===== src/pgcs_defs.svh =====
// register offsets, field positions, reset values of the synthesizer regs
//
// Contract
// [RULE1] select 1010 drives quantizer low bits out
// [RULE2] select zero drives static data bits 6:4
// [RULE3] bit 7 enables output pad drivers
// [RULE4] bits 10:8 disable individual pad drivers
// [RULE5] slip step count; zero disables prevention
// [RULE6] step low bit gives direction; release gates
// [RULE7] override bit 4 picks manual or auto reset
// [RULE8] override reset tri-states charge pump
// [RULE9] release bit 5 resets one; needs reg1 bit 15
// [RULE10] status bit 0 reads lock state
// [RULE11] status bits 3:1 report modulator overflow
// [RULE12] status bit 5 set while sweep runs
// [RULE13] temperature code floor((t+40)/17.5), saturating
// [RULE14] select field bits 3:0 choose output set
// [RULE15] read-only and reserved writes ignored
`ifndef PGCS_DEFS_SVH
`define PGCS_DEFS_SVH

// ==========================================================
// offsets
`define PGCS_OFS_GEN_OUT_CTRL 8'h1B
`define PGCS_OFS_CSP_CTRL 8'h1C
`define PGCS_OFS_RSVD_A 8'h1D
`define PGCS_OFS_TSENS_CTRL 8'h1E
`define PGCS_OFS_STATUS 8'h1F
`define PGCS_OFS_RSVD_B 8'h20
`define PGCS_OFS_TEMP_READ 8'h21
`define PGCS_OFS_RSVD_C 8'h22

// ==========================================================
// field positions
`define PGCS_GO_SEL_HI 3
`define PGCS_GO_SEL_LO 0
`define PGCS_GO_DATA_HI 6
`define PGCS_GO_DATA_LO 4
`define PGCS_GO_DRIVE_EN 7
`define PGCS_GO_DIS_HI 10
`define PGCS_GO_DIS_LO 8
`define PGCS_CSP_STEP_HI 3
`define PGCS_CSP_STEP_LO 0
`define PGCS_CSP_FORCE 4
`define PGCS_CSP_RELEASE 5
`define PGCS_TS_ENABLE 0

// ==========================================================
// select codes and reset values
`define PGCS_SEL_STATIC 4'h0
`define PGCS_SEL_SWEEP 4'h8
`define PGCS_SEL_QUANT 4'hA
`define PGCS_RST_GEN_OUT 11'h000
`define PGCS_RST_STEP 4'h0
`define PGCS_RST_FORCE 1'h0
`define PGCS_RST_RELEASE 1'h1
`define PGCS_RST_TS_EN 1'h0
`define PGCS_RST_RSVD_A 24'h000000
`define PGCS_RST_RSVD_B 24'h000020
`define PGCS_RST_RSVD_C 24'h000000
`define PGCS_RST_TEMP 7'h1F
`define PGCS_TEMP_MAX 7'h07

`endif


===== src/pgcs_pkg.sv =====
// types of the synthesizer control and status register group
package pgcs_pkg;

	typedef struct packed {
		logic [10:0] gen_out_ctrl;
		logic [3:0] step;
		logic force_rst;
		logic release_rst;
		logic ts_en;
		logic [5:0] stat_s1;
		logic [5:0] stat_s2;
		logic [5:0] stat_s3;
		logic [5:0] stat;
		logic [7:0] temp_s1;
		logic [7:0] temp_s2;
		logic [7:0] temp_s3;
		logic [6:0] temp_code;
		logic [2:0] gpo;
		logic [2:0] gpo_oe;
		logic [3:0] slip_step_count;
		logic slip_direction;
		logic slip_enable;
		logic pfd_ff_reset_n;
		logic charge_pump_tristate;
		logic [23:0] rdata;
		logic rvalid;
	} pgcs_state_type;

endpackage


===== src/pgcs_regs.sv =====
// control and status registers for outputs, slip prevention and status
`include "pgcs_defs.svh"

module pgcs_regs
	import pgcs_pkg::*;
(
	input wire logic clk,
	input wire logic resetn,
	// register port from the serial port decoder
	input wire logic [7:0] reg_addr,
	input wire logic [23:0] reg_wdata,
	input wire logic reg_wr,
	input wire logic reg_rd,
	output logic [23:0] reg_rdata,
	output logic reg_rvalid,
	// internal sources, same clock
	input wire logic [2:0] dsm_quant,
	input wire logic pfd_gain_enable,
	input wire logic csp_auto_reset_n,
	// status pins from analog and other domains
	input wire logic locked_in,
	input wire logic [2:0] modulator_overflow_in,
	input wire logic sweep_active_in,
	input wire logic signed [7:0] temp_celsius,
	// general purpose output pads
	output logic general_output_one,
	output logic general_output_two,
	output logic general_output_three,
	output logic general_output_one_oe,
	output logic general_output_two_oe,
	output logic general_output_three_oe,
	// cycle slip prevention controls
	output logic [3:0] slip_step_count,
	output logic slip_direction,
	output logic cycle_slip_prevention,
	output logic pfd_ff_reset_n,
	output logic charge_pump_tristate
);

	// ==========================================================
	// helpers

	// 17.5 degree steps: floor(2*(t+40)/35), clamped to 0..7
	function automatic logic [6:0] temp_to_code(
		input logic signed [7:0] t
	);
		logic signed [10:0] twice;
		logic [6:0] code;
		twice = 11'(2 * (11'(t) + 11'sd40));
		code = 7'h00;
		if (twice < 11'sd0) begin
			code = 7'h00;
		end else if (twice >= 11'sd245) begin
			code = `PGCS_TEMP_MAX; // [RULE13]
		end else begin
			code = 7'(twice / 11'sd35); // [RULE13]
		end
		return code;
	endfunction

	// a pin change is accepted once stages two and three agree
	function automatic logic [7:0] settle(
		input logic [7:0] held,
		input logic [7:0] s2,
		input logic [7:0] s3
	);
		logic [7:0] r;
		r = held;
		for (int i = 0; i < 8; i++) begin
			if (s2[i] == s3[i]) begin
				r[i] = s3[i];
			end
		end
		return r;
	endfunction

	pgcs_state_type q, d;

	// ==========================================================
	// next state
	always_comb begin
		logic [3:0] sel;
		logic [2:0] static_data;
		logic [2:0] dis;
		logic [2:0] gpo_v;
		logic [7:0] st_wide;
		logic gate_ok;
		sel = 4'h0;
		static_data = 3'h0;
		dis = 3'h0;
		gpo_v = 3'h0;
		st_wide = 8'h00;
		gate_ok = 1'b0;
		d = q;

		// register writes; read-only and reserved offsets fall through
		if (reg_wr) begin
			if (reg_addr == `PGCS_OFS_GEN_OUT_CTRL) begin
				d.gen_out_ctrl = reg_wdata[`PGCS_GO_DIS_HI:0];
			end else if (reg_addr == `PGCS_OFS_CSP_CTRL) begin
				d.step = reg_wdata[`PGCS_CSP_STEP_HI:`PGCS_CSP_STEP_LO];
				d.force_rst = reg_wdata[`PGCS_CSP_FORCE];
				d.release_rst = reg_wdata[`PGCS_CSP_RELEASE];
			end else if (reg_addr == `PGCS_OFS_TSENS_CTRL) begin
				d.ts_en = reg_wdata[`PGCS_TS_ENABLE];
			end
		end // [RULE15]

		// status pin synchronisers
		d.stat_s1 = {sweep_active_in, 1'b0, modulator_overflow_in,
			locked_in};
		d.stat_s2 = q.stat_s1;
		d.stat_s3 = q.stat_s2;
		st_wide = settle({2'b00, q.stat}, {2'b00, q.stat_s2},
			{2'b00, q.stat_s3});
		d.stat = st_wide[5:0]; // [RULE10] [RULE11] [RULE12]
		d.temp_s1 = temp_celsius;
		d.temp_s2 = q.temp_s1;
		d.temp_s3 = q.temp_s2;
		// whole word must agree so a code is never a mix of two samples
		if (q.ts_en && q.temp_s2 == q.temp_s3) begin
			d.temp_code = temp_to_code(q.temp_s3); // [RULE13]
		end

		// general purpose outputs
		sel = q.gen_out_ctrl[`PGCS_GO_SEL_HI:`PGCS_GO_SEL_LO];
		static_data = q.gen_out_ctrl[`PGCS_GO_DATA_HI:`PGCS_GO_DATA_LO];
		dis = q.gen_out_ctrl[`PGCS_GO_DIS_HI:`PGCS_GO_DIS_LO];
		gpo_v = 3'h0;
		case (sel) // [RULE14]
			`PGCS_SEL_STATIC: begin
				gpo_v = static_data; // [RULE2]
			end
			`PGCS_SEL_SWEEP: begin
				gpo_v = {1'b0, q.stat[5], 1'b0};
			end
			`PGCS_SEL_QUANT: begin
				gpo_v = dsm_quant; // [RULE1]
			end
			default: begin
				gpo_v = 3'h0;
			end
		endcase
		d.gpo = gpo_v;
		for (int i = 0; i < 3; i++) begin
			d.gpo_oe[i] = q.gen_out_ctrl[`PGCS_GO_DRIVE_EN] // [RULE3]
				& ~dis[i]; // [RULE4]
		end

		// cycle slip prevention
		gate_ok = q.release_rst & pfd_gain_enable; // [RULE9]
		d.slip_step_count = q.step; // [RULE5]
		d.slip_direction = q.step[0]; // [RULE6]
		d.slip_enable = (q.step != 4'h0) & gate_ok; // [RULE5] [RULE6]
		if (q.force_rst) begin
			d.pfd_ff_reset_n = q.release_rst; // [RULE7]
		end else begin
			d.pfd_ff_reset_n = csp_auto_reset_n; // [RULE7]
		end
		// a held reset opens the loop; default override is off
		d.charge_pump_tristate = q.force_rst & ~q.release_rst; // [RULE8]

		// read answer one cycle after the strobe
		d.rvalid = reg_rd;
		if (reg_rd) begin
			if (reg_addr == `PGCS_OFS_GEN_OUT_CTRL) begin
				d.rdata = {13'h0000, q.gen_out_ctrl};
			end else if (reg_addr == `PGCS_OFS_CSP_CTRL) begin
				d.rdata = {18'h00000, q.release_rst, q.force_rst, q.step};
			end else if (reg_addr == `PGCS_OFS_RSVD_A) begin
				d.rdata = `PGCS_RST_RSVD_A; // [RULE15]
			end else if (reg_addr == `PGCS_OFS_TSENS_CTRL) begin
				d.rdata = {23'h000000, q.ts_en};
			end else if (reg_addr == `PGCS_OFS_STATUS) begin
				d.rdata = {18'h00000, q.stat}; // [RULE10] [RULE12]
			end else if (reg_addr == `PGCS_OFS_RSVD_B) begin
				d.rdata = `PGCS_RST_RSVD_B; // [RULE15]
			end else if (reg_addr == `PGCS_OFS_TEMP_READ) begin
				d.rdata = {17'h00000, q.temp_code};
			end else if (reg_addr == `PGCS_OFS_RSVD_C) begin
				d.rdata = `PGCS_RST_RSVD_C; // [RULE15]
			end else begin
				d.rdata = 24'h000000;
			end
		end
	end

	// ==========================================================
	// state register
	always_ff @(posedge clk or negedge resetn) begin
		if (!resetn) begin
			q.gen_out_ctrl <= `PGCS_RST_GEN_OUT;
			q.step <= `PGCS_RST_STEP;
			q.force_rst <= `PGCS_RST_FORCE;
			q.release_rst <= `PGCS_RST_RELEASE; // [RULE9]
			q.ts_en <= `PGCS_RST_TS_EN;
			q.stat_s1 <= 6'h00;
			q.stat_s2 <= 6'h00;
			q.stat_s3 <= 6'h00;
			q.stat <= 6'h00; // [RULE11]
			q.temp_s1 <= 8'h00;
			q.temp_s2 <= 8'h00;
			q.temp_s3 <= 8'h00;
			q.temp_code <= `PGCS_RST_TEMP;
			q.gpo <= 3'h0;
			q.gpo_oe <= 3'h0;
			q.slip_step_count <= 4'h0;
			q.slip_direction <= 1'b0;
			q.slip_enable <= 1'b0;
			q.pfd_ff_reset_n <= 1'b0;
			q.charge_pump_tristate <= 1'b0;
			q.rdata <= 24'h000000;
			q.rvalid <= 1'b0;
		end else begin
			q <= d;
		end
	end

	// ==========================================================
	// outputs, all straight from flops
	assign reg_rdata = q.rdata;
	assign reg_rvalid = q.rvalid;
	assign general_output_one = q.gpo[0];
	assign general_output_two = q.gpo[1];
	assign general_output_three = q.gpo[2];
	assign general_output_one_oe = q.gpo_oe[0];
	assign general_output_two_oe = q.gpo_oe[1];
	assign general_output_three_oe = q.gpo_oe[2];
	assign slip_step_count = q.slip_step_count;
	assign slip_direction = q.slip_direction;
	assign cycle_slip_prevention = q.slip_enable;
	assign pfd_ff_reset_n = q.pfd_ff_reset_n;
	assign charge_pump_tristate = q.charge_pump_tristate;

endmodule


===== config.mk =====
export PLATFORM = sky130hd
export DESIGN_NAME = pgcs_regs
export DESIGN_NICKNAME = d
export VERILOG_FILES = /design/src/pgcs_pkg.sv /design/src/pgcs_regs.sv
export VERILOG_INCLUDE_DIRS = /design/src
export SDC_FILE = /design/constraint.sdc
export NUM_CORES = 1
export LEC_CHECK = 0
export BUFFER_PORTS_ARGS = -buffer_cell sky130_fd_sc_hd__clkbuf_2
export CAP_MARGIN = 20
export CORE_ASPECT_RATIO = 1.25
export CORE_UTILIZATION = 62
export CTS_BUF_LIST = sky130_fd_sc_hd__clkbuf_8
export DETAILED_ROUTE_END_ITERATION = 6
export MAX_ROUTING_LAYER = met4
export PLACE_DENSITY = 0.95
export SLEW_MARGIN = 30
export SYNTH_ARGS = -nofsm -noshare
export SYNTH_HDL_FRONTEND = slang
export SYNTH_SLANG_ARGS = --single-unit

===== constraint.sdc =====
create_clock -name clk -period 13.73 [get_ports clk]
set_input_delay 3.4325 -clock clk [delete_from_list [all_inputs] [get_ports clk]]
set_output_delay 3.4325 -clock clk [all_outputs]
set_load 0.005 [all_outputs]

==> results.sh, run 1 <==
export IMPL_place_area_um2=5290
export IMPL_required_ns=13.97
export IMPL_totalPowerFinal_uw=623
export IMPL_worstSkewPairLatency_ns=0.36
export IMPL_synth_distinct_cells=92
export IMPL_p_seq_share_pct=48.5
export IMPL_drv_slew=0
export IMPL_p_int_uw=444
export IMPL_relSlewSlack_pct=43.4
export IMPL_rsz0062_at_grt="false"
export IMPL_portBuffers=66
export IMPL_grt_max_degree=83
export IMPL_initial_utilization_pct=64.6
export IMPL_post_dp_hpwl_um=7780
export IMPL_r2r_end="q[39]"
export IMPL_cpMaxStageDelayCell="nor2b_1"
export IMPL_async_reset_ff_share_pct=100
export IMPL_ant_nets=0
export IMPL_yosysTopAreaCell="dfrtp_1"
export IMPL_synthTopCellsByCount="88 x dfrtp_1, 30 x buf_4, 30 x nor2_1, 27 x mux2_2, 25 x nand2_1"
export IMPL_switching_power_uw=179
export IMPL_synth_top_area_share_pct=43.2
export IMPL_grt_pass1_wl_um=16800
export IMPL_cts_buffer_depth=2
export IMPL_vias_per_cell=6.34
export IMPL_critPathCaptureType="register"
export IMPL_ctsResizeCount=0
export IMPL_num_rows=36
export IMPL_first_pass_iters=5
export IMPL_cts_hold_buffers_added=0
export IMPL_drive_gt1_share_pct=27.4
export IMPL_finalCriticalPeriod_ns=5.73
export IMPL_design_area_um2=5510
export IMPL_vias=3909
export IMPL_grt_pass1_vias=3670
export IMPL_grt_use_total_pct=25.7
export IMPL_final_hold_viol_count=0
export IMPL_cts_buffers=9
export IMPL_ys_ff_latch=94
export IMPL_grt_use_met1_pct=29.8
export IMPL_vdd_drop_max_mv=0.0993
export IMPL_gr_usage_met2_pct=42.7
export IMPL_ioPinCount=93
export IMPL_fin_util_pct=69.9
export IMPL_p_leak_nw=2.47
export IMPL_synth_most_common_cell="dfrtp_1"
export IMPL_clock_skew_ns=0.00845
export IMPL_start_kind="primary input"
export IMPL_hold_depth=0
export IMPL_clockRootBuffer="clkbuf_8"
export IMPL_cp_startpoint="reg_addr[5]"
export IMPL_cts_sinks=94
export IMPL_switching_share_pct=28.7
export IMPL_reg2regPathDepth=18
export IMPL_r2r_start="q[46]"
export IMPL_syn_area_per_cell_um2=10.8
export IMPL_grt_overflow_total=0
export IMPL_n_antenna_cell=0
export IMPL_worstMarginPinSlew_ns=0.847
export IMPL_crit_type="in -> reg"
export IMPL_setup_viol=0
export IMPL_h_tree_depth=3
export IMPL_num_nets_final=578
export IMPL_hold_ws_ns=0.356
export IMPL_clock_fmax_mhz=175
export IMPL_area_growth_pct=8.16
export IMPL_path_cells="clkbuf_2 > nor4_1 > and3_1 > nor2b_1 > nand2_1 > mux2_2"
export IMPL_wl_um=10600
export IMPL_rrSetupSlack_ns=8.73
export IMPL_die_w_um=83.1
export IMPL_drc_errors=0
export IMPL_netlist_area_um2=5090
export IMPL_yosys_warnings=0
export IMPL_antenna_found_initial=0
export IMPL_busiest_layer="met2"
export IMPL_post_cts_buffers=0
export IMPL_crit_end="q[105]"
export IMPL_p_clk_share_pct=31.1
export IMPL_synth_area_leaders="dfrtp_1 43%, mux2_2 6.0%, buf_4 4.4%, xnor2_1 3.3%, dfstp_2 3.1%"
export IMPL_path_max_fanout=12
export IMPL_wl_per_cell_um=17.2
export IMPL_synth_yosys_seq_area_share_pct=46.3
export IMPL_gp_congestion=0.952
export IMPL_tritoncts="yes"
export IMPL_synth_flop_cell="dfrtp_1"
export IMPL_core_area_um2=7880
export IMPL_grtUsageMet3_pct=4.76
export IMPL_clkSlewWorstSetupHoldPaths_ns=0.09
export IMPL_powerDensity_nw_per_um2=113
export IMPL_finalCritPeriodShare_pct=41.7
export IMPL_status="finished clean"
export IMPL_worstPathArrival_ns=5.97
export IMPL_synth_edf_count=0
export IMPL_first_iter_violations=272
export IMPL_max_stage_delay_ns=0.68
export IMPL_die_area_um2=8580
export IMPL_hold_path_class="reg -> reg"
export IMPL_max_cap_violations=0
export IMPL_die_height_um=103
export IMPL_comb_power_share_pct=20.4
export IMPL_fin_tns_setup_ns=0
export IMPL_syn_inst=473
## critical path, delay by kind of cell
kind | cells | cell delay, ns
and+or+nand+nor | 4 | 1.99
muxes | 1 | 0.43
buffers and inverters | 1 | 0.10
## logic make-up (layout without fill, tap and decap cells)
kind of cell / count (synthesis) / count (layout) / share of synthesized area, %
fa+ha+maj: 12 / 12 / 2.70
flops: 94 / 94 / 46.3
simple gates: 137 / 137 / 14.9
other cells: 1 / 13 / 0.0736
xor+xnor: 21 / 21 / 3.76
mux: 31 / 31 / 6.76
compound gates: 118 / 118 / 18.4
buf+inv: 59 / 96 / 7.13
## layout make-up
cell class | instances | area, um^2
Clock buffer | 9 | 124
Clock inverter | 7 | 91.3
Fill cell | 530 | 2370
Inverter | 13 | 48.8
Multi-Input combinational cell | 332 | 2420
Sequential cell | 94 | 2360
Tap cell | 95 | 119
Timing Repair Buffer | 67 | 344
## power groups by stage
stage	Combinational, mW	Clock [mW]	Sequential (mW)
detailed placement	0.124	0	0.307
finish	0.127	0.194	0.302
global route	0.138	0.209	0.304
CTS	0.124	0.198	0.302
global placement	0.117	0	0.306
floorplan	0.101	0	0.301
## worst min-delay path by stage
stage,start,end,slack [ns]
after floorplan,d[54],d[46],0.33
after detailed placement,d[59],d[51],0.34
after CTS,d[59],d[51],0.36
final,d[57],d[49],0.36
after global placement,d[82],d[76],0.33
after global routing,d[87],d[81],0.36
## flip-flops by register name, summed over array words and instances (netlist names), 4 cells and up
signal / flops
reg_rdata: 11
slip_step_count: 4
q: 39
d: 30
## cells in the final DEF (no fill, tap or decap), types with 3 or more instances in the layout
| cell type | count |
|---|---|
| nor2_1 | 30 |
| nor3_1 | 10 |
| o21ai_0 | 11 |
| nand3_1 | 13 |
| a221oi_1 | 4 |
| nand2_1 | 25 |
| o211ai_1 | 3 |
| inv_1 | 14 |
| nand2b_1 | 5 |
| o31ai_1 | 3 |
| a21oi_1 | 23 |
| and3_1 | 8 |
| nand4_1 | 3 |
| clkbuf_2 | 65 |
| dfrtp_1 | 88 |
| nor4_1 | 4 |
| a31oi_1 | 7 |
| clkbuf_8 | 9 |
| mux2_2 | 27 |
| a211oi_1 | 3 |
| a21o_1 | 4 |
| mux2i_1 | 4 |
| dfstp_2 | 6 |
| a22oi_1 | 5 |
| nor2b_1 | 12 |
| and2_1 | 8 |
| maj3_1 | 5 |
| o21ai_1 | 3 |
| conb_1 | 13 |
| xnor2_1 | 19 |
| ha_1 | 7 |
## metrics by stage
| stage | setup slack [ns] | cells |
|---|---|---|
| final | 8.00 | 617 |
| after global routing | 7.85 | 617 |
| after CTS | 8.11 | 617 |
| after detailed placement | 7.75 | 601 |
| after global placement | 7.82 | 601 |
| after floorplan | 8.55 | 485 |
## layer usage
| layer | vias up | part of all wire, % |
|---|---|---|
| li1 | 1791 | - |
| met1 | 1909 | 40 |
| met2 | 168 | 52 |
| met3 | 41 | 4.8 |
| met4 | 0 | 3.2 |
| met5 | - | 0 |
No activity file was read; power rests on OpenSTA's default activity.
==> run 2, diff against run 1 <==
--- a/config.mk
+++ b/config.mk
@@ -9,11 +9,11 @@
 export BUFFER_PORTS_ARGS = -buffer_cell sky130_fd_sc_hd__clkbuf_2
 export CAP_MARGIN = 20
 export CORE_ASPECT_RATIO = 1.25
-export CORE_UTILIZATION = 62
+export CORE_UTILIZATION = 58
 export CTS_BUF_LIST = sky130_fd_sc_hd__clkbuf_8
 export DETAILED_ROUTE_END_ITERATION = 6
 export MAX_ROUTING_LAYER = met4
-export PLACE_DENSITY = 0.95
+export PLACE_DENSITY = 0.9
 export SLEW_MARGIN = 30
 export SYNTH_ARGS = -nofsm -noshare
 export SYNTH_HDL_FRONTEND = slang
==> constraint.sdc (replaced) <==
create_clock -name clk -period 5.98 [get_ports clk]
set_input_delay 1.495 -clock clk [delete_from_list [all_inputs] [get_ports clk]]
set_output_delay 1.495 -clock clk [all_outputs]
set_load 0.005 [all_outputs]
==> run 2 against run 1 <==
Net effect: clock-buffer cell count unchanged; clock skew about the same; non-clock buffer count down 1; clock power up 130%; critical path type is now reg -> reg; critical endpoint is now q[39].
==> results.sh, run 2 (synthesized netlist as in run 1, its figures left out) <==
export IMPL_core_area_um2=8380
export IMPL_ant_nets=0
export IMPL_grt_pass1_wl_um=18000
export IMPL_h_tree_depth=3
export IMPL_p_leak_nw=2.47
export IMPL_antenna_found_initial=0
export IMPL_clock_fmax_mhz=203
export IMPL_fin_ws_ns=1.06
export IMPL_num_nets_final=577
export IMPL_start_kind="register"
export IMPL_post_dp_hpwl_um=7710
export IMPL_powerDensity_nw_per_um2=260
export IMPL_path_max_fanout=13
export IMPL_vias=3838
export IMPL_num_rows=37
export IMPL_ioPinCount=93
export IMPL_r2r_start="q[46]"
export IMPL_worstSkewPairLatency_ns=0.34
export IMPL_vias_per_cell=6.02
export IMPL_max_stage_delay_ns=0.67
export IMPL_final_hold_viol_count=0
export IMPL_hold_start="d[58]"
export IMPL_n_fill_cell=607
export IMPL_max_cap_violations=0
export IMPL_worstPathArrival_ns=5.19
export IMPL_fin_tns_setup_ns=0
export IMPL_finalCriticalPeriod_ns=4.92
export IMPL_clock_skew_ns=0.00800
export IMPL_grt_max_degree=95
export IMPL_first_pass_iters=5
export IMPL_place_area_um2=5310
export IMPL_path_cells="inv_1 > ha_1 > and3b_1 > a2111oi_1 > a32o_2 > a21oi_1 > a211oi_2 > nand3_1 > nor4_2 > or3_4 > nand2_1 > ha_1 > xnor2_1 > nor2b_1 > mux2i_1 > o211ai_1 > a31o_1 > a21oi_1"
export IMPL_dp_cells=622
export IMPL_cts_hold_buffers_added=0
export IMPL_n_antenna_cell=0
export IMPL_rsz0062_at_grt="false"
export IMPL_rrSetupSlack_ns=1.06
export IMPL_clockRootBuffer="clkbuf_8"
export IMPL_cts_buffer_depth=2
export IMPL_drc_errors=0
export IMPL_wl_um=10900
export IMPL_die_w_um=85.8
export IMPL_totalPowerFinal_mw=1.44
export IMPL_hold_path_class="reg -> reg"
export IMPL_final_common_cell="dfrtp_1"
export IMPL_die_area_um2=9160
export IMPL_grt_overflow_total=0
export IMPL_clkSlewWorstSetupHoldPaths_ns=0.09
export IMPL_gp_congestion=0.910
export IMPL_grt_use_total_pct=25.8
export IMPL_die_height_um=107
export IMPL_regMostFlops="q"
export IMPL_largest_reg_flops=39
export IMPL_hold_ws_ns=0.357
export IMPL_initial_utilization_pct=60.8
export IMPL_first_iter_violations=252
export IMPL_cts_buffers=9
export IMPL_drive_gt1_share_pct=27.4
export IMPL_grt_pass1_vias=3834
export IMPL_portBuffers=66
export IMPL_drv_slew=0
export IMPL_relSlewSlack_pct=39.6
export IMPL_fin_util_pct=66.0
export IMPL_finalCritPeriodShare_pct=82.3
export IMPL_cts_sinks=94
export IMPL_layoutNonFillerInstCount=638
export IMPL_layout_common_cells="88 x dfrtp_1, 65 x clkbuf_2, 30 x nor2_1"
export IMPL_ctsResizeCount=0
export IMPL_area_growth_pct=8.67
export IMPL_cp_startpoint="q[46]"
export IMPL_wl_per_cell_um=17.1
export IMPL_pre_cts_ws_ns=1.18
export IMPL_setup_viol=0
export IMPL_crit_type="reg -> reg"
export IMPL_status="finished clean"
export IMPL_vdd_drop_max_mv=0.316
export IMPL_cpMaxStageDelayCell="dfrtp_1"
export IMPL_critPathCaptureType="register"
export IMPL_required_ns=6.25
export IMPL_design_area_um2=5530
export IMPL_worstMarginPinSlew_ns=0.904
export IMPL_post_cts_buffers=0
export IMPL_tritoncts="yes"
-- run 2: path summary, 6_finish.rpt --
kind	end	depth (start not counted)
max	q[39]	18
min	d[50]	0
max reg2reg	q[39]	18
min reg2reg	d[50]	0
max in group asynchronous	q[47]	1
min in group asynchronous	slip_step_count[0]	1
-- run 2: routing by layer --
metal  vias up  global-route usage, %  part of all wire [%]
met1      1901                   31.4                    41
li1       1784                      -                     -
met5         -                      -                     0
met3        19                   3.16                   4.0
met4         0                   9.52                   1.8
met2       134                   44.2                    54
-- run 2: final cells by class --
type                    instances  area, um^2  area share [%]
multi-input cells             332        2420            43.7
well taps                     117         146            2.65
clock inverters                 7        97.6            1.76
clock buffers                   9         124            2.24
repair buffers                 66         337            6.08
inverters                      13        48.8           0.882
flip-flops and latches         94        2360            42.6
-- run 2: worst max-delay path: cells and delay by family, from the launching register on --
family,cells,cell delay [ns]
compound gates,7,1.70
xor+xnor,1,0.16
fa+ha+maj,2,0.59
buf+inv,1,0.21
flops,1,0.67
mux,1,0.16
simple gates,6,1.36
-- run 2: where the power goes --
part           switching [mW]  internal [mW]  leakage, nW  total, mW
Combinational           0.169          0.119         1.19      0.288
Sequential             0.0293          0.665         1.17      0.695
Clock                   0.218          0.237        0.105      0.454
Total                   0.416           1.02         2.47       1.44
==> run 3, diff against run 2 <==
--- a/config.mk
+++ b/config.mk
@@ -9,11 +9,11 @@
 export BUFFER_PORTS_ARGS = -buffer_cell sky130_fd_sc_hd__clkbuf_2
 export CAP_MARGIN = 20
 export CORE_ASPECT_RATIO = 1.25
-export CORE_UTILIZATION = 58
+export CORE_UTILIZATION = 52
 export CTS_BUF_LIST = sky130_fd_sc_hd__clkbuf_8
 export DETAILED_ROUTE_END_ITERATION = 6
 export MAX_ROUTING_LAYER = met4
-export PLACE_DENSITY = 0.9
+export PLACE_DENSITY = 0.85
 export SLEW_MARGIN = 30
 export SYNTH_ARGS = -nofsm -noshare
 export SYNTH_HDL_FRONTEND = slang
==> constraint.sdc (replaced) <==
create_clock -name clk -period 4.4 [get_ports clk]
set_input_delay 1.1 -clock clk [delete_from_list [all_inputs] [get_ports clk]]
set_output_delay 1.1 -clock clk [all_outputs]
set_load 0.005 [all_outputs]
==> run 3 against run 2 <==
Net effect: wire length is 1.3% lower; non-clock buffer count rose by 17; clock power is 40% higher; highest routed layer unchanged; sequential power is 35% higher; largest cell class unchanged; worst setup slack got worse by 0.80 ns; clock skew is 0.0069 ns higher; global-route usage down 3.2 points; sequential share of layout area decreased by 1.5 points; fmax increased by 19%; first-iteration DRC count increased by 17%; die area grew 11%.
==> results.sh, run 3 (synthesized netlist as in run 1, its figures left out) <==
export IMPL_wl_met3_um=384
export IMPL_tritoncts="yes"
export IMPL_cts_hold_buffers_added=0
export IMPL_antenna_found_initial=0
export IMPL_dp_cells=648
export IMPL_post_dp_hpwl_um=8010
export IMPL_drive_gt1_share_pct=30.8
export IMPL_crit_type="reg -> reg"
export IMPL_powerDensity_nw_per_um2=348
export IMPL_initial_utilization_pct=53.3
export IMPL_die_w_um=90.5
export IMPL_final_common_cell="dfrtp_1"
export IMPL_cpMaxStageDelayCell="or3_1"
export IMPL_cts_sinks=94
export IMPL_p_leak_nw=2.57
export IMPL_first_pass_iters=5
export IMPL_worstPathArrival_ns=4.42
export IMPL_design_area_um2=5740
export IMPL_start_kind="register"
export IMPL_portBuffers=66
export IMPL_critPathTopFamily="compound AO/OA/AOI/OAI gates"
export IMPL_clkSlewWorstSetupHoldPaths_ns=0.08
export IMPL_die_height_um=113
export IMPL_layout_common_cells="86 x dfrtp_1, 65 x clkbuf_2, 30 x nor2_1"
export IMPL_worstSkewPairLatency_ns=0.36
export IMPL_path_max_fanout=8
export IMPL_clockRootBuffer="clkbuf_8"
export IMPL_finalCriticalPeriod_ns=4.14
export IMPL_met2_wirelength_um=5550
export IMPL_required_ns=4.68
export IMPL_finalCritPeriodShare_pct=94.1
export IMPL_vias_per_cell=5.85
export IMPL_ioPinCount=93
export IMPL_vias=3890
export IMPL_cts_buffers=9
export IMPL_die_area_um2=10200
export IMPL_ctsResizeCount=0
export IMPL_wl_um=10700
export IMPL_clock_fmax_mhz=242
export IMPL_status="finished clean"
export IMPL_vdd_drop_max_mv=0.325
export IMPL_drc_errors=0
export IMPL_core_area_um2=9560
export IMPL_path_cells="inv_1 > ha_2 > and3b_1 > a2111oi_1 > a32o_2 > o2111a_1 > o21a_1 > or3_1 > a21boi_4 > or3_4 > nand2_1 > ha_1 > xnor2_1 > nor2b_1 > mux2i_1 > o211ai_1 > a31o_1 > a21oi_1"
export IMPL_num_rows=40
export IMPL_place_area_um2=5440
export IMPL_worst_path_buf_inv=1
export IMPL_largest_reg_flops=39
export IMPL_ant_nets=0
export IMPL_drv_slew=0
export IMPL_fin_tns_setup_ns=0
export IMPL_max_stage_delay_ns=0.40
export IMPL_rsz0062_at_grt="false"
export IMPL_cts_buffer_depth=2
export IMPL_layoutNonFillerInstCount=665
export IMPL_final_hold_viol_count=0
export IMPL_hold_path_class="reg -> reg"
export IMPL_h_tree_depth=3
export IMPL_grt_pass1_vias=3781
export IMPL_max_cap_violations=0
export IMPL_regMostFlops="q"
export IMPL_clock_skew_ns=0.0149
export IMPL_critPathCaptureType="register"
export IMPL_wl_per_cell_um=16.2
export IMPL_grt_overflow_total=0
export IMPL_grt_pass1_wl_um=17800
export IMPL_setup_viol=0
export IMPL_routed_top_layer="met4"
export IMPL_n_antenna_cell=0
export IMPL_gp_congestion=0.943
export IMPL_grt_max_degree=80
export IMPL_worstMarginPinSlew_ns=0.759
export IMPL_area_growth_pct=12.7
export IMPL_grt_use_total_pct=22.6
export IMPL_num_nets_final=595
export IMPL_relSlewSlack_pct=49.0
export IMPL_met1_length_um=4450
export IMPL_post_cts_buffers=0
export IMPL_first_iter_violations=294
[run 3: cell types whose count changed in the layout (fill, tap and decap cells not counted), sizes merged]
cell      delta
clkinvlp     -2
buf         +17
inv          +1
a31o         +1
clkinv       +1
[run 3: area by class of cell]
class,instances,area [um^2]
Clock buffer,9,124
Clock inverter,7,105
Fill cell,769,3820
Inverter,13,48.8
Multi-Input combinational cell,333,2480
Sequential cell,94,2360
Tap cell,126,158
Timing Repair Buffer,83,464
[run 3: report_power, final]
part	internal [mW]	total, mW	switching, mW
sequential	0.905	0.939	0.0342
clock	0.329	0.636	0.307
combinational	0.180	0.422	0.241
total	1.41	2.00	0.583
[run 3: path summary, 6_finish.rpt]
| kind | slack (ns) | start | cells past startpoint | end |
|---|---|---|---|---|
| worst min-delay path | 0.35 | d[57] | 0 | d[49] |
| min in group asynchronous | 0.72 | resetn | 1 | q[109] |
| worst min register to register | 0.35 | d[57] | 0 | d[49] |
| max in group asynchronous | 2.90 | resetn | 2 | q[95] |
| worst max register to register | 0.26 | q[46] | 18 | q[39] |
| worst max-delay path | 0.26 | q[46] | 18 | q[39] |
[run 3: worst register-to-register path, cell delays in order (launching register included)]
cell and delay, ns:
dfrtp_1 0.38, inv_1 0.15, ha_2 0.29, and3b_1 0.29, a2111oi_1 0.09, a32o_2 0.34, o2111a_1 0.26, o21a_1 0.24
or3_1 0.40, a21boi_4 0.16, or3_4 0.37, nand2_1 0.08, ha_1 0.18, xnor2_1 0.09, nor2b_1 0.14, mux2i_1 0.16
o211ai_1 0.12, a31o_1 0.22, a21oi_1 0.14
[run 3: layer usage]
metal	vias to the layer above	track usage, %
li1	1821	-
met5	-	-
met4	0	11.5
met1	1897	26.7
met2	141	37.2
met3	31	3.79
[run 3: per-stage QoR]
| stage | util [%] | total power, mW | setup slack [ns] | hold WS (ns) |
|---|---|---|---|---|
| floorplan | - | 1.26 | 0.0842 | 0.331 |
| global placement | 56.9 | 1.34 | 0.270 | 0.331 |
| detailed placement | 56.9 | 1.36 | 0.189 | 0.337 |
| CTS | 59.3 | 1.99 | 0.142 | 0.356 |
| global route | 60.0 | 2.09 | 0.00310 | 0.360 |
| finish | 60.0 | 2.00 | 0.260 | 0.354 |
